[config.mk]
export PLATFORM = sky130hd
export DESIGN_NAME = vcci_inserter
export DESIGN_NICKNAME = d
export VERILOG_FILES = /design/src/shared/vcci_pkg.sv /design/src/rtl/vcci_symbol_shifter.sv /design/src/rtl/vcci_inserter.sv
export SDC_FILE = /design/constraint.sdc
export NUM_CORES = 1
export LEC_CHECK = 0
export BUFFER_PORTS_ARGS = -buffer_cell sky130_fd_sc_hd__buf_2
export CELL_PAD_IN_SITES_DETAIL_PLACEMENT = 2
export CELL_PAD_IN_SITES_GLOBAL_PLACEMENT = 2
export CORE_MARGIN = 2
export CORE_UTILIZATION = 34
export CTS_CLUSTER_SIZE = 10
export DETAILED_ROUTE_END_ITERATION = 8
export PLACE_DENSITY = 0.79
export SYNTH_ARGS = -nofsm -noshare
export SYNTH_HDL_FRONTEND = slang
export SYNTH_SLANG_ARGS = --single-unit
export TNS_END_PERCENT = 1
[constraint.sdc]
create_clock -name clk -period 4.78 [get_ports clk]
set_input_delay 0.478 -clock clk [delete_from_list [all_inputs] [get_ports clk]]
set_output_delay 0.478 -clock clk [all_outputs]
set_load 0.01 [all_outputs]
[src/shared/vcci_pkg.sv]
package vcci_pkg;

  // ----------------------------------------------------------------
  // line numbers and clock
  // ----------------------------------------------------------------
  localparam logic [9:0] CC_ODD_LINE    = 10'h015;  // line 21
  localparam logic [9:0] CC_EVEN_LINE   = 10'h11c;  // line 284
  localparam logic [9:0] COPY_ODD_LINE  = 10'h014;  // line 20
  localparam logic [9:0] COPY_EVEN_LINE = 10'h11b;  // line 283
  localparam int         CLK_MHZ        = 125;

  // ----------------------------------------------------------------
  // symbol counts of each waveform
  // ----------------------------------------------------------------
  localparam logic [3:0] CC_RUNIN_CYCLES = 4'h7;
  localparam logic [5:0] CC_SYMBOLS      = 6'h1a;   // 7 run-in + 2 blank + start + 16 data
  localparam logic [3:0] COPY_RUNIN      = 4'h0;
  localparam logic [5:0] COPY_SYMBOLS    = 6'h15;   // reference pulse + 20 bits
  localparam logic [5:0] CRC_PRESET      = 6'h3f;
  localparam logic [5:0] CRC_TAPS        = 6'h03;   // x^6 + x + 1

  // ----------------------------------------------------------------
  // register byte addresses and fields
  // ----------------------------------------------------------------
  localparam logic [7:0] ADDR_CTRL     = 8'h00;
  localparam logic [7:0] ADDR_CC_ODD0  = 8'h04;
  localparam logic [7:0] ADDR_CC_ODD1  = 8'h08;
  localparam logic [7:0] ADDR_CC_EVEN0 = 8'h0c;
  localparam logic [7:0] ADDR_CC_EVEN1 = 8'h10;
  localparam logic [7:0] ADDR_COPY0    = 8'h14;
  localparam logic [7:0] ADDR_COPY1    = 8'h18;
  localparam logic [7:0] ADDR_COPY2    = 8'h1c;
  localparam logic [7:0] ADDR_STATUS   = 8'h20;
  localparam int BIT_NTSC     = 0;
  localparam int BIT_CC_ODD   = 1;
  localparam int BIT_CC_EVEN  = 2;
  localparam int BIT_CRC_AUTO = 4;  // in copy_info_reg0
  localparam int BIT_COPY_ODD = 5;
  localparam int BIT_COPY_EVN = 6;
  localparam logic [7:0] CTRL_RESET = 8'h07;
  localparam logic [1:0] RESP_OKAY   = 2'b00;
  localparam logic [1:0] RESP_SLVERR = 2'b10;

endpackage : vcci_pkg

[src/rtl/vcci_symbol_shifter.sv]
`timescale 1ns/1ps
module vcci_symbol_shifter
  import vcci_pkg::*;
(
  input  wire logic        clk,
  input  wire logic        rst,
  input  wire logic        start,
  input  wire logic [3:0]  runInCount,
  input  wire logic [5:0]  symbolCount,
  input  wire logic [31:0] frameBits,
  input  wire logic [15:0] bitCycles,
  output logic             busy,
  output logic             level,
  output logic             runIn
);

  // ----------------------------------------------------------------
  // symbol state
  // ----------------------------------------------------------------
  logic [31:0] shiftReg;
  logic [5:0]  symLeft;
  logic [3:0]  runLeft;
  logic [15:0] cyc;

  wire bitEnd   = (cyc == bitCycles - 16'h0001);
  wire firstHalf = (cyc < {1'b0, bitCycles[15:1]});

  // run-in is one square cycle per bit period, locked to the bit clock
  assign runIn = busy && (runLeft != 4'h0);
  assign level = busy && (runIn ? firstHalf : shiftReg[0]);

  // start reloads even if busy; lines never overlap in practice
  always_ff @(posedge clk or posedge rst) begin
    if (rst) begin
      busy     <= 1'b0;
      shiftReg <= 32'h0000_0000;
      symLeft  <= 6'h00;
      runLeft  <= 4'h0;
      cyc      <= 16'h0000;
    end else if (start) begin
      busy     <= 1'b1;
      shiftReg <= frameBits;
      symLeft  <= symbolCount;
      runLeft  <= runInCount;
      cyc      <= 16'h0000;
    end else if (busy) begin
      cyc <= bitEnd ? 16'h0000 : cyc + 16'h0001;
      if (bitEnd) begin
        if (runLeft != 4'h0) runLeft <= runLeft - 4'h1;
        else shiftReg <= {1'b0, shiftReg[31:1]};  // lsb first
        symLeft <= symLeft - 6'h01;
        if (symLeft == 6'h01) busy <= 1'b0;
      end
    end
  end

endmodule : vcci_symbol_shifter

[src/rtl/vcci_inserter.sv]
// Our own choices: the AXI4-Lite slave port and the register addresses.
`timescale 1ns/1ps
// Summary of operation
// - caption data goes out on odd line 21 and even line 284
// - each caption line opens with seven run-in cycles locked to bit timing
// - run-in is followed by two blank bit periods and a one start bit
// - sixteen data bits follow as two bytes, seven data plus odd parity
// - odd-field caption bytes come from caption data registers 0 and 1
// - even line 284 carries extended caption bytes from the extended registers
// - caption timing is internal and pixel input is ignored on caption lines
// - caption registers are single buffered; new data goes on the next caption line
// - copy-generation data goes out on odd line 20 and even line 283
// - separate odd and even enables gate copy-generation output
// - copy-generation data is sent only in NTSC, never in PAL
// - the 20-bit copy word is preceded by a one-bit-wide reference pulse
// - C0-C7 from reg2, C8-C15 from reg1, C16-C19 from reg0 bits 0-3
// - with crc enabled, C14-C19 are a 6-bit CRC over C0-C13
// - CRC polynomial x^6+x+1, shift register preset to all ones
// - with crc disabled all twenty register bits go out unchanged
module vcci_inserter
  import vcci_pkg::*;
#(
  parameter int  CC_BIT_NS     = 1986,
  parameter int  COPY_BIT_NS   = 2235,
  parameter int  CC_START_NS   = 10500,
  parameter int  COPY_START_NS = 11200,
  parameter logic [7:0] BLANK_CODE = 8'h10,
  parameter logic [7:0] HIGH_CODE  = 8'h7e
)
(
  input  wire logic        clk,
  input  wire logic        rst,
  // video timing generator, same clock
  input  wire logic        lineStart,
  input  wire logic [9:0]  lineNumber,
  input  wire logic        oddField,
  input  wire logic [7:0]  pixelIn,
  output logic      [7:0]  pixelOut,
  output logic             vbiInsert,
  // AXI4-Lite slave
  input  wire logic [7:0]  s_axi_awaddr,
  input  wire logic        s_axi_awvalid,
  output logic             s_axi_awready,
  input  wire logic [31:0] s_axi_wdata,
  input  wire logic [3:0]  s_axi_wstrb,
  input  wire logic        s_axi_wvalid,
  output logic             s_axi_wready,
  output logic [1:0]       s_axi_bresp,
  output logic             s_axi_bvalid,
  input  wire logic        s_axi_bready,
  input  wire logic [7:0]  s_axi_araddr,
  input  wire logic        s_axi_arvalid,
  output logic             s_axi_arready,
  output logic [31:0]      s_axi_rdata,
  output logic [1:0]       s_axi_rresp,
  output logic             s_axi_rvalid,
  input  wire logic        s_axi_rready
);

  // ----------------------------------------------------------------
  // timing counts, rounded down so a bit never runs long
  // ----------------------------------------------------------------
  localparam logic [15:0] CC_BIT_CYC     = 16'((CC_BIT_NS * CLK_MHZ) / 1000);
  localparam logic [15:0] COPY_BIT_CYC   = 16'((COPY_BIT_NS * CLK_MHZ) / 1000);
  localparam logic [15:0] CC_START_CYC   = 16'((CC_START_NS * CLK_MHZ) / 1000);
  localparam logic [15:0] COPY_START_CYC = 16'((COPY_START_NS * CLK_MHZ) / 1000);

  // ----------------------------------------------------------------
  // registers
  // ----------------------------------------------------------------
  logic [7:0] ctrl;
  logic [7:0] ccOdd0, ccOdd1, ccEven0, ccEven1;
  logic [7:0] copy_info_reg0, copy_info_reg1, copy_info_reg2;

  // ----------------------------------------------------------------
  // write channel: address and data taken in either order
  // ----------------------------------------------------------------
  logic       awHeld, wHeld;
  logic [7:0] awAddr;
  logic [7:0] wByte;
  logic       wLane0;

  assign s_axi_awready = !awHeld && !s_axi_bvalid;
  assign s_axi_wready  = !wHeld && !s_axi_bvalid;

  wire awTake   = s_axi_awvalid && s_axi_awready;
  wire wTake    = s_axi_wvalid && s_axi_wready;
  wire awNow    = awHeld || awTake;
  wire wNow     = wHeld || wTake;
  wire [7:0] wrAddr = awHeld ? awAddr : s_axi_awaddr;
  wire [7:0] wrData = wHeld ? wByte : s_axi_wdata[7:0];
  wire       wrLane = wHeld ? wLane0 : s_axi_wstrb[0];
  wire doWrite  = awNow && wNow && !s_axi_bvalid;

  // write decode
  wire wrCtrl  = doWrite && wrLane && (wrAddr == ADDR_CTRL);
  wire wrOdd0  = doWrite && wrLane && (wrAddr == ADDR_CC_ODD0);
  wire wrOdd1  = doWrite && wrLane && (wrAddr == ADDR_CC_ODD1);
  wire wrEven0 = doWrite && wrLane && (wrAddr == ADDR_CC_EVEN0);
  wire wrEven1 = doWrite && wrLane && (wrAddr == ADDR_CC_EVEN1);
  wire wrCopy0 = doWrite && wrLane && (wrAddr == ADDR_COPY0);
  wire wrCopy1 = doWrite && wrLane && (wrAddr == ADDR_COPY1);
  wire wrCopy2 = doWrite && wrLane && (wrAddr == ADDR_COPY2);
  wire wrMapped = (wrAddr == ADDR_CTRL) || (wrAddr == ADDR_CC_ODD0) || (wrAddr == ADDR_CC_ODD1)
               || (wrAddr == ADDR_CC_EVEN0) || (wrAddr == ADDR_CC_EVEN1) || (wrAddr == ADDR_COPY0)
               || (wrAddr == ADDR_COPY1) || (wrAddr == ADDR_COPY2) || (wrAddr == ADDR_STATUS);

  // hold whichever half arrived first
  always_ff @(posedge clk or posedge rst) begin
    if (rst) begin
      awHeld <= 1'b0;
      wHeld  <= 1'b0;
      awAddr <= 8'h00;
      wByte  <= 8'h00;
      wLane0 <= 1'b0;
    end else begin
      awHeld <= awNow && !doWrite;
      wHeld  <= wNow && !doWrite;
      if (awTake) awAddr <= s_axi_awaddr;
      if (wTake) begin
        wByte  <= s_axi_wdata[7:0];
        wLane0 <= s_axi_wstrb[0];
      end
    end
  end

  // write response one cycle after both halves are in
  always_ff @(posedge clk or posedge rst) begin
    if (rst) begin
      s_axi_bvalid <= 1'b0;
      s_axi_bresp  <= RESP_OKAY;
    end else if (doWrite) begin
      s_axi_bvalid <= 1'b1;
      s_axi_bresp  <= wrMapped ? RESP_OKAY : RESP_SLVERR;
    end else if (s_axi_bready) begin
      s_axi_bvalid <= 1'b0;
    end
  end

  // register storage, one byte each; no shadow copy so the next line uses it
  always_ff @(posedge clk or posedge rst) begin
    if (rst) begin
      ctrl           <= CTRL_RESET;
      ccOdd0         <= 8'h00;
      ccOdd1         <= 8'h00;
      ccEven0        <= 8'h00;
      ccEven1        <= 8'h00;
      copy_info_reg0 <= 8'h00;
      copy_info_reg1 <= 8'h00;
      copy_info_reg2 <= 8'h00;
    end else begin
      if (wrCtrl) ctrl <= wrData;
      if (wrOdd0) ccOdd0 <= wrData;
      if (wrOdd1) ccOdd1 <= wrData;
      if (wrEven0) ccEven0 <= wrData;
      if (wrEven1) ccEven1 <= wrData;
      if (wrCopy0) copy_info_reg0 <= wrData;
      if (wrCopy1) copy_info_reg1 <= wrData;
      if (wrCopy2) copy_info_reg2 <= wrData;
    end
  end

  // ----------------------------------------------------------------
  // read channel
  // ----------------------------------------------------------------
  logic ccBusy, copyBusy, vbiLine;
  logic [7:0] rdByte;
  logic       rdMapped;

  assign s_axi_arready = !s_axi_rvalid;
  wire arTake = s_axi_arvalid && s_axi_arready;
  wire [7:0] statusByte = {4'h0, vbiLine, oddField, copyBusy, ccBusy};

  // read mux
  always_comb begin
    rdMapped = 1'b1;
    unique case (s_axi_araddr)
      ADDR_CTRL:     rdByte = ctrl;
      ADDR_CC_ODD0:  rdByte = ccOdd0;
      ADDR_CC_ODD1:  rdByte = ccOdd1;
      ADDR_CC_EVEN0: rdByte = ccEven0;
      ADDR_CC_EVEN1: rdByte = ccEven1;
      ADDR_COPY0:    rdByte = copy_info_reg0;
      ADDR_COPY1:    rdByte = copy_info_reg1;
      ADDR_COPY2:    rdByte = copy_info_reg2;
      ADDR_STATUS:   rdByte = statusByte;
      default: begin
        rdByte   = 8'h00;
        rdMapped = 1'b0;
      end
    endcase
  end

  always_ff @(posedge clk or posedge rst) begin
    if (rst) begin
      s_axi_rvalid <= 1'b0;
      s_axi_rdata  <= 32'h0000_0000;
      s_axi_rresp  <= RESP_OKAY;
    end else if (arTake) begin
      s_axi_rvalid <= 1'b1;
      s_axi_rdata  <= {24'h00_0000, rdByte};
      s_axi_rresp  <= rdMapped ? RESP_OKAY : RESP_SLVERR;
    end else if (s_axi_rready) begin
      s_axi_rvalid <= 1'b0;
    end
  end

  // ----------------------------------------------------------------
  // line selection
  // ----------------------------------------------------------------
  wire ntsc       = ctrl[BIT_NTSC];
  wire ccOddLine  = oddField && (lineNumber == CC_ODD_LINE) && ctrl[BIT_CC_ODD];
  wire ccEvenLine = !oddField && (lineNumber == CC_EVEN_LINE) && ctrl[BIT_CC_EVEN];
  wire copyOdd    = oddField && (lineNumber == COPY_ODD_LINE) && copy_info_reg0[BIT_COPY_ODD];
  wire copyEven   = !oddField && (lineNumber == COPY_EVEN_LINE) && copy_info_reg0[BIT_COPY_EVN];
  wire ccLine     = ccOddLine || ccEvenLine;
  wire copyLine   = ntsc && (copyOdd || copyEven);

  // ----------------------------------------------------------------
  // caption frame: 2 blank, start, byte0, byte1, all lsb first
  // ----------------------------------------------------------------
  wire [7:0] ccLo   = oddField ? ccOdd0 : ccEven0;
  wire [7:0] ccHi   = oddField ? ccOdd1 : ccEven1;
  wire [7:0] byteLo = {~^ccLo[6:0], ccLo[6:0]};
  wire [7:0] byteHi = {~^ccHi[6:0], ccHi[6:0]};
  wire [31:0] ccFrame = {13'h0000, byteHi, byteLo, 1'b1, 2'b00};

  // ----------------------------------------------------------------
  // copy word assembly and crc
  // ----------------------------------------------------------------
  wire [19:0] copyRaw = {copy_info_reg0[3:0], copy_info_reg1, copy_info_reg2};

  // serial crc over C0..C13 in transmit order
  function automatic logic [5:0] copy_crc(input logic [13:0] d);
    logic [5:0] c;
    logic       fb;
    c = CRC_PRESET;
    for (int i = 0; i < 14; i++) begin
      fb = d[i] ^ c[5];
      c  = {c[4:0], 1'b0} ^ (fb ? CRC_TAPS : 6'h00);
    end
    return c;
  endfunction : copy_crc

  wire [5:0]  crcBits  = copy_crc(copyRaw[13:0]);
  wire [19:0] copyWord = copy_info_reg0[BIT_CRC_AUTO] ? {crcBits, copyRaw[13:0]}
                                                      : copyRaw;
  wire [31:0] copyFrame = {11'h000, copyWord, 1'b1};

  // ----------------------------------------------------------------
  // per-line sequencing: arm at line start, fire after the start delay
  // ----------------------------------------------------------------
  logic        armCc, armCopy;
  logic [15:0] delayCnt;

  wire fireCc   = armCc && (delayCnt == CC_START_CYC);
  wire fireCopy = armCopy && (delayCnt == COPY_START_CYC);

  // a new line start cancels anything still armed
  always_ff @(posedge clk or posedge rst) begin
    if (rst) begin
      armCc    <= 1'b0;
      armCopy  <= 1'b0;
      vbiLine  <= 1'b0;
      delayCnt <= 16'h0000;
    end else if (lineStart) begin
      armCc    <= ccLine;
      armCopy  <= copyLine;
      vbiLine  <= ccLine || copyLine;
      delayCnt <= 16'h0000;
    end else begin
      if (fireCc) armCc <= 1'b0;
      if (fireCopy) armCopy <= 1'b0;
      if (armCc || armCopy) delayCnt <= delayCnt + 16'h0001;
    end
  end

  // ----------------------------------------------------------------
  // one shifter serves both waveforms; they never share a line
  // ----------------------------------------------------------------
  logic shLevel, shRunIn, shBusy;
  logic lastWasCc;

  wire        shStart  = fireCc || fireCopy;
  wire [3:0]  shRunCnt = fireCc ? CC_RUNIN_CYCLES : COPY_RUNIN;
  wire [5:0]  shSyms   = fireCc ? CC_SYMBOLS : COPY_SYMBOLS;
  wire [31:0] shFrame  = fireCc ? ccFrame : copyFrame;
  wire [15:0] shCycles = fireCc ? CC_BIT_CYC : COPY_BIT_CYC;

  vcci_symbol_shifter u_shifter (
    .clk         (clk),
    .rst         (rst),
    .start       (shStart),
    .runInCount  (shRunCnt),
    .symbolCount (shSyms),
    .frameBits   (shFrame),
    .bitCycles   (shCycles),
    .busy        (shBusy),
    .level       (shLevel),
    .runIn       ()
  );

  // which waveform the shifter is carrying, for status
  always_ff @(posedge clk or posedge rst) begin
    if (rst) lastWasCc <= 1'b0;
    else if (shStart) lastWasCc <= fireCc;
  end

  assign ccBusy   = shBusy && lastWasCc;
  assign copyBusy = shBusy && !lastWasCc;

  // ----------------------------------------------------------------
  // output: whole inserted line is generated, pixels dropped
  // ----------------------------------------------------------------
  always_ff @(posedge clk or posedge rst) begin
    if (rst) begin
      pixelOut  <= BLANK_CODE;
      vbiInsert <= 1'b0;
    end else begin
      vbiInsert <= vbiLine;
      if (!vbiLine) pixelOut <= pixelIn;
      else pixelOut <= shLevel ? HIGH_CODE : BLANK_CODE;
    end
  end

endmodule : vcci_inserter

==> out/qor_table.md <==
| Quantity | Reported | Unit |
|:---|:---|:---|
| Xor and xnor fraction of the mapped netlist area | 0.0646 | - |
| RSZ-0062 raised after global routing | false | - |
| DP Worst Slack | 0.516 | ns |
| Mux contribution to synthesized area | 0.164 | - |
| Number of enable flip-flop cells after synthesis | 0 | - |
| Highest-count cells in the layout ignoring fill and taps | sky130_fd_sc_hd__dfrtp_1 (168), sky130_fd_sc_hd__mux2_2 (95), sky130_fd_sc_hd__buf_2 (75) | - |
| Wl on met1 | 12,400 | um |
| Aggregate global routing overflow | 0 | - |
| Mapped Area | 9370 | sq um |
| Final WS setup | 0.509 | ns |
| Placeable Area | 27,000 | sq um |
| Maximum achievable frequency | 234 | MHz |
| Number of vias per cell after detailed routing | 5.51 | - |
| Cell count after synthesis | 887 | - |
| Placer's final routability congestion estimate | 0.775 | - |
| Post-route standard cell area excluding fillers | 10,600 | sq um |
| Overall via count from detail_route | 7,191 | - |
| Setup skew after layout | 0.0174 | ns |
| Max H-tree Level | 4 | - |
| Cell area after placement | 9990 | sq um |
| Max-slew violation count | 0 | - |
| Setup tns final | 0 | ns |
| Io pins | 129 | - |
| Worst hold slack | 0.195 | ns |
| Final setup violating endpoints | 0 | - |
| Number of synthesized register bits | 172 | - |
| Share of synthesized cell area in and, or, nand and nor gates | 0.133 | - |
| Max IR drop VDD | 253 | uV |
| Number of global-route vias before repair | 8,064 | - |
| Total Nets Final | 1,042 | - |
| Final Cycle Share | 0.894 | - |
| Skew-Pair Late Insertion Delay | 0.45 | ns |
| Cell variety after synth | 69 | - |
| Critical path class | reg2reg | - |
| Leading register cell type out of synthesis | sky130_fd_sc_hd__dfrtp_1 | - |
| Buffer count from post-CTS setup fixing | 0 | - |
| Kind of start point of the critical path | flip-flop | - |
| Combinational family with the most area after synthesis | multiplexers | - |
| Post-route minimum period | 4.27 | ns |
| Register cell area after layout | 4310 | sq um |
| Number of antenna violations at the first check in global routing | 2 | - |
| CTS max path bufs | 2 | - |
| Endpoint required time on the critical path | 5.13 | ns |
| Area of combinational cells with multiple inputs | 4700 | sq um |
| Clk pwr share | 0.357 | - |
| MaxCap Viol Count | 0 | - |
| Number of fillers in the final layout | 2,906 | - |
| Initial standard-cell utilization of the core | 0.347 | - |
| CTS Root Cell | sky130_fd_sc_hd__clkbuf_16 | - |
| Combinational fraction of design power | 0.194 | - |
| Internal power summed over all cells | 2.69 | mW |
| Most common library cell in the layout ignoring fill and taps | sky130_fd_sc_hd__dfrtp_1 | - |
| Clock tree from TritonCTS | yes | - |
| Fraction of the yosys area taken by sequential cells | 0.460 | - |
| Maximum fanout encountered on the critical timing path | 40 | - |
| Total detailed-routing wirelength | 28,700 | um |
| 1st-iter DRT viols | 419 | - |
| Highest Signal Layer | met5 | - |
| Global-route wire length before repair | 46,100 | um |
| Antenna viol nets, final | 0 | - |
| Hold buffer count at cts | 0 | - |
| Synth Area in Compound Gates | 0.112 | - |
| Pwr Density | 378 | nW/um^2 |
| Pleak | 4.73 | nW |
| Met3 wirelength from detailed routing | 1420 | um |
| Detailed Routing Iterations Pass 1 | 4 | - |
| Switching share of power | 0.329 | - |
| IO buf count | 75 | - |
| Share of cells above drive strength 1 | 0.251 | - |
| Slew @ Worst Pin | 1.04 | ns |
| Register share of total power | 0.450 | - |
| Endpoint arrival time on the critical path | 4.62 | ns |
| Die area | 28,900 | sq um |
| Post-synthesis async set-or-reset flop share | 1.00 | - |
| DRC violations left | 0 | - |
| Net switching power | 1.32 | mW |
| Area share of fa/ha/maj cells after synthesis | 0.0174 | - |
| Area overhead of the layout relative to synthesis | 13.2 | % |
| Total half-perimeter wirelength after legalization and detailed placement | 19,800 | um |
| Maximum number of pins on one net before global-route repair | 173 | - |
| Overall routing resource usage | 0.207 | - |
| Mean cell area of the mapped netlist | 10.6 | sq um |
| Classification of the worst-slack hold path | in2reg | - |
| Core utilization of the finished layout | 0.393 | - |
| Number of hold-slack violations in the final timing report | 0 | - |
| Yosys Warn Count | 0 | - |
| Ant. Diodes | 0 | - |
| Detailed-route wire length per cell | 22.0 | um |
| Cells resized by post-CTS repair | 0 | - |
| DIE HEIGHT | 170 | um |
| Worst max-slew margin expressed relative to the limit | 0.305 | - |
| Standard-cell rows | 60 | - |
| Clock sinks | 172 | - |
| Kind of capture point of the worst setup path | flip-flop | - |
| Die outline width | 170 | um |
| CTS clk-pin slew, worst paths | 0.08 | ns |
| Run status | finished clean | - |
| Number of buffers created by CTS | 17 | - |
| DR WL met2 | 14,500 | um |
[path summary, 6_finish.rpt]
check,startpoint,endpoint,slack (ns),depth (start not counted)
setup / recovery,delayCnt[0],u_shifter.shiftReg[16],0.51,13
hold / removal,s_axi_bready,s_axi_bvalid,0.19,2
setup reg to reg,delayCnt[0],u_shifter.shiftReg[16],0.51,13
hold reg to reg,s_axi_rdata[1],s_axi_rdata[1],0.49,2
min in group asynchronous,rst,s_axi_rresp[1],0.33,3
max in group asynchronous,rst,u_shifter.cyc[9],3.78,3
[flip-flops by register name, summed over array words and instances (netlist names), 4 cells and up]
signal / cells
u_shifter.shiftReg: 21
delayCnt: 16
u_shifter.cyc: 16
awAddr: 8
ccEven0: 8
ccEven1: 8
ccOdd0: 8
ccOdd1: 8
copy_info_reg0: 8
copy_info_reg1: 8
copy_info_reg2: 8
ctrl: 8
pixelOut: 8
s_axi_rdata: 8
wByte: 8
u_shifter.symLeft: 6
u_shifter.runLeft: 4
[layout make-up]
type                            count  share of cell area
Tap cell                          341              0.0402
Clock buffer                       17              0.0401
Clock inverter                     15              0.0179
Multi-Input combinational cell    647               0.443
Sequential cell                   172               0.406
Inverter                           30              0.0110
Timing Repair Buffer               82              0.0415
[synth_stat cells, types with 3 or more instances]
library cell / instances / share of area
sky130_fd_sc_hd__and4_1: 3 / 0.0028
sky130_fd_sc_hd__dfrtp_1: 168 / 0.45
sky130_fd_sc_hd__o21ai_0: 46 / 0.025
sky130_fd_sc_hd__xor2_1: 25 / 0.023
sky130_fd_sc_hd__nand2_1: 58 / 0.023
sky130_fd_sc_hd__a21oi_1: 56 / 0.030
sky130_fd_sc_hd__a22oi_1: 6 / 0.0048
sky130_fd_sc_hd__nand3b_1: 3 / 0.0024
sky130_fd_sc_hd__clkbuf_1: 20 / 0.0080
sky130_fd_sc_hd__inv_1: 29 / 0.012
sky130_fd_sc_hd__nor2_1: 67 / 0.027
sky130_fd_sc_hd__a22o_1: 4 / 0.0037
sky130_fd_sc_hd__a31oi_1: 7 / 0.0047
sky130_fd_sc_hd__o2111ai_1: 4 / 0.0037
sky130_fd_sc_hd__nand4_1: 11 / 0.0073
sky130_fd_sc_hd__nor2b_1: 11 / 0.0073
sky130_fd_sc_hd__buf_4: 26 / 0.021
sky130_fd_sc_hd__mux2i_1: 31 / 0.033
sky130_fd_sc_hd__o21a_1: 3 / 0.0024
sky130_fd_sc_hd__nor4b_1: 5 / 0.0047
sky130_fd_sc_hd__or2_2: 3 / 0.0020
sky130_fd_sc_hd__mux2_2: 95 / 0.11
sky130_fd_sc_hd__a221oi_1: 7 / 0.0065
sky130_fd_sc_hd__nor4_1: 3 / 0.0020
sky130_fd_sc_hd__mux4_2: 7 / 0.017
sky130_fd_sc_hd__ha_1: 13 / 0.017
sky130_fd_sc_hd__and3_1: 7 / 0.0047
sky130_fd_sc_hd__o21ai_1: 4 / 0.0021
sky130_fd_sc_hd__buf_2: 10 / 0.0053
sky130_fd_sc_hd__buf_1: 7 / 0.0028
sky130_fd_sc_hd__nand4b_1: 4 / 0.0037
sky130_fd_sc_hd__o31ai_1: 3 / 0.0024
sky130_fd_sc_hd__xnor2_1: 39 / 0.036
sky130_fd_sc_hd__nor3_1: 14 / 0.0075
sky130_fd_sc_hd__o211ai_1: 4 / 0.0032
sky130_fd_sc_hd__nor2_2: 6 / 0.0040
sky130_fd_sc_hd__nand2b_1: 5 / 0.0033
sky130_fd_sc_hd__and2_1: 5 / 0.0033
sky130_fd_sc_hd__dfstp_2: 4 / 0.011
sky130_fd_sc_hd__nand3_1: 18 / 0.0096
sky130_fd_sc_hd__or3_1: 8 / 0.0053
[power groups by stage]
stage	Clock, mW	Sequential, mW	Combinational (mW)
2_1_floorplan	0	1.74	0.599
3_3_place_gp	0	1.81	0.730
3_5_place_dp	0	1.83	0.766
4_1_cts	1.46	1.80	0.784
5_1_grt	1.51	1.83	0.846
6_report	1.43	1.80	0.777
[cell families after synthesis]
family,Yosys count
compound gates,169
xor+xnor,66
fa+ha+maj,13
buf+inv,93
flops,172
mux,133
other cells,1
simple gates,240
[stage by stage]
step | cells | power (mW)
2_1_floorplan | 912 | 2.34
3_3_place_gp | 1272 | 2.54
3_5_place_dp | 1272 | 2.59
4_1_cts | 1304 | 4.04
5_1_grt | 1304 | 4.19
6_report | 1304 | 4.01
[per-layer routing]
layer,vias to the layer above,track usage
li1,3234,-
met1,3760,0.260
met2,165,0.361
met4,2,0.0539
met3,30,0.0456
met5,-,0
[critical path, stage by stage (launching register included)]
cell                      delay, ns
sky130_fd_sc_hd__dfrtp_1       0.41
sky130_fd_sc_hd__inv_1         0.11
sky130_fd_sc_hd__ha_1          0.16
sky130_fd_sc_hd__nor4b_2       0.44
sky130_fd_sc_hd__nand4_1       0.51
sky130_fd_sc_hd__inv_2         0.33
sky130_fd_sc_hd__ha_1          0.30
sky130_fd_sc_hd__or4b_4        0.51
sky130_fd_sc_hd__nor4_4        0.42
sky130_fd_sc_hd__nand3_1       0.16
sky130_fd_sc_hd__o21ai_2       0.15
sky130_fd_sc_hd__buf_4         0.37
sky130_fd_sc_hd__nor2_1        0.11
sky130_fd_sc_hd__a31oi_1       0.19
Power figures use the tool's default switching activity.
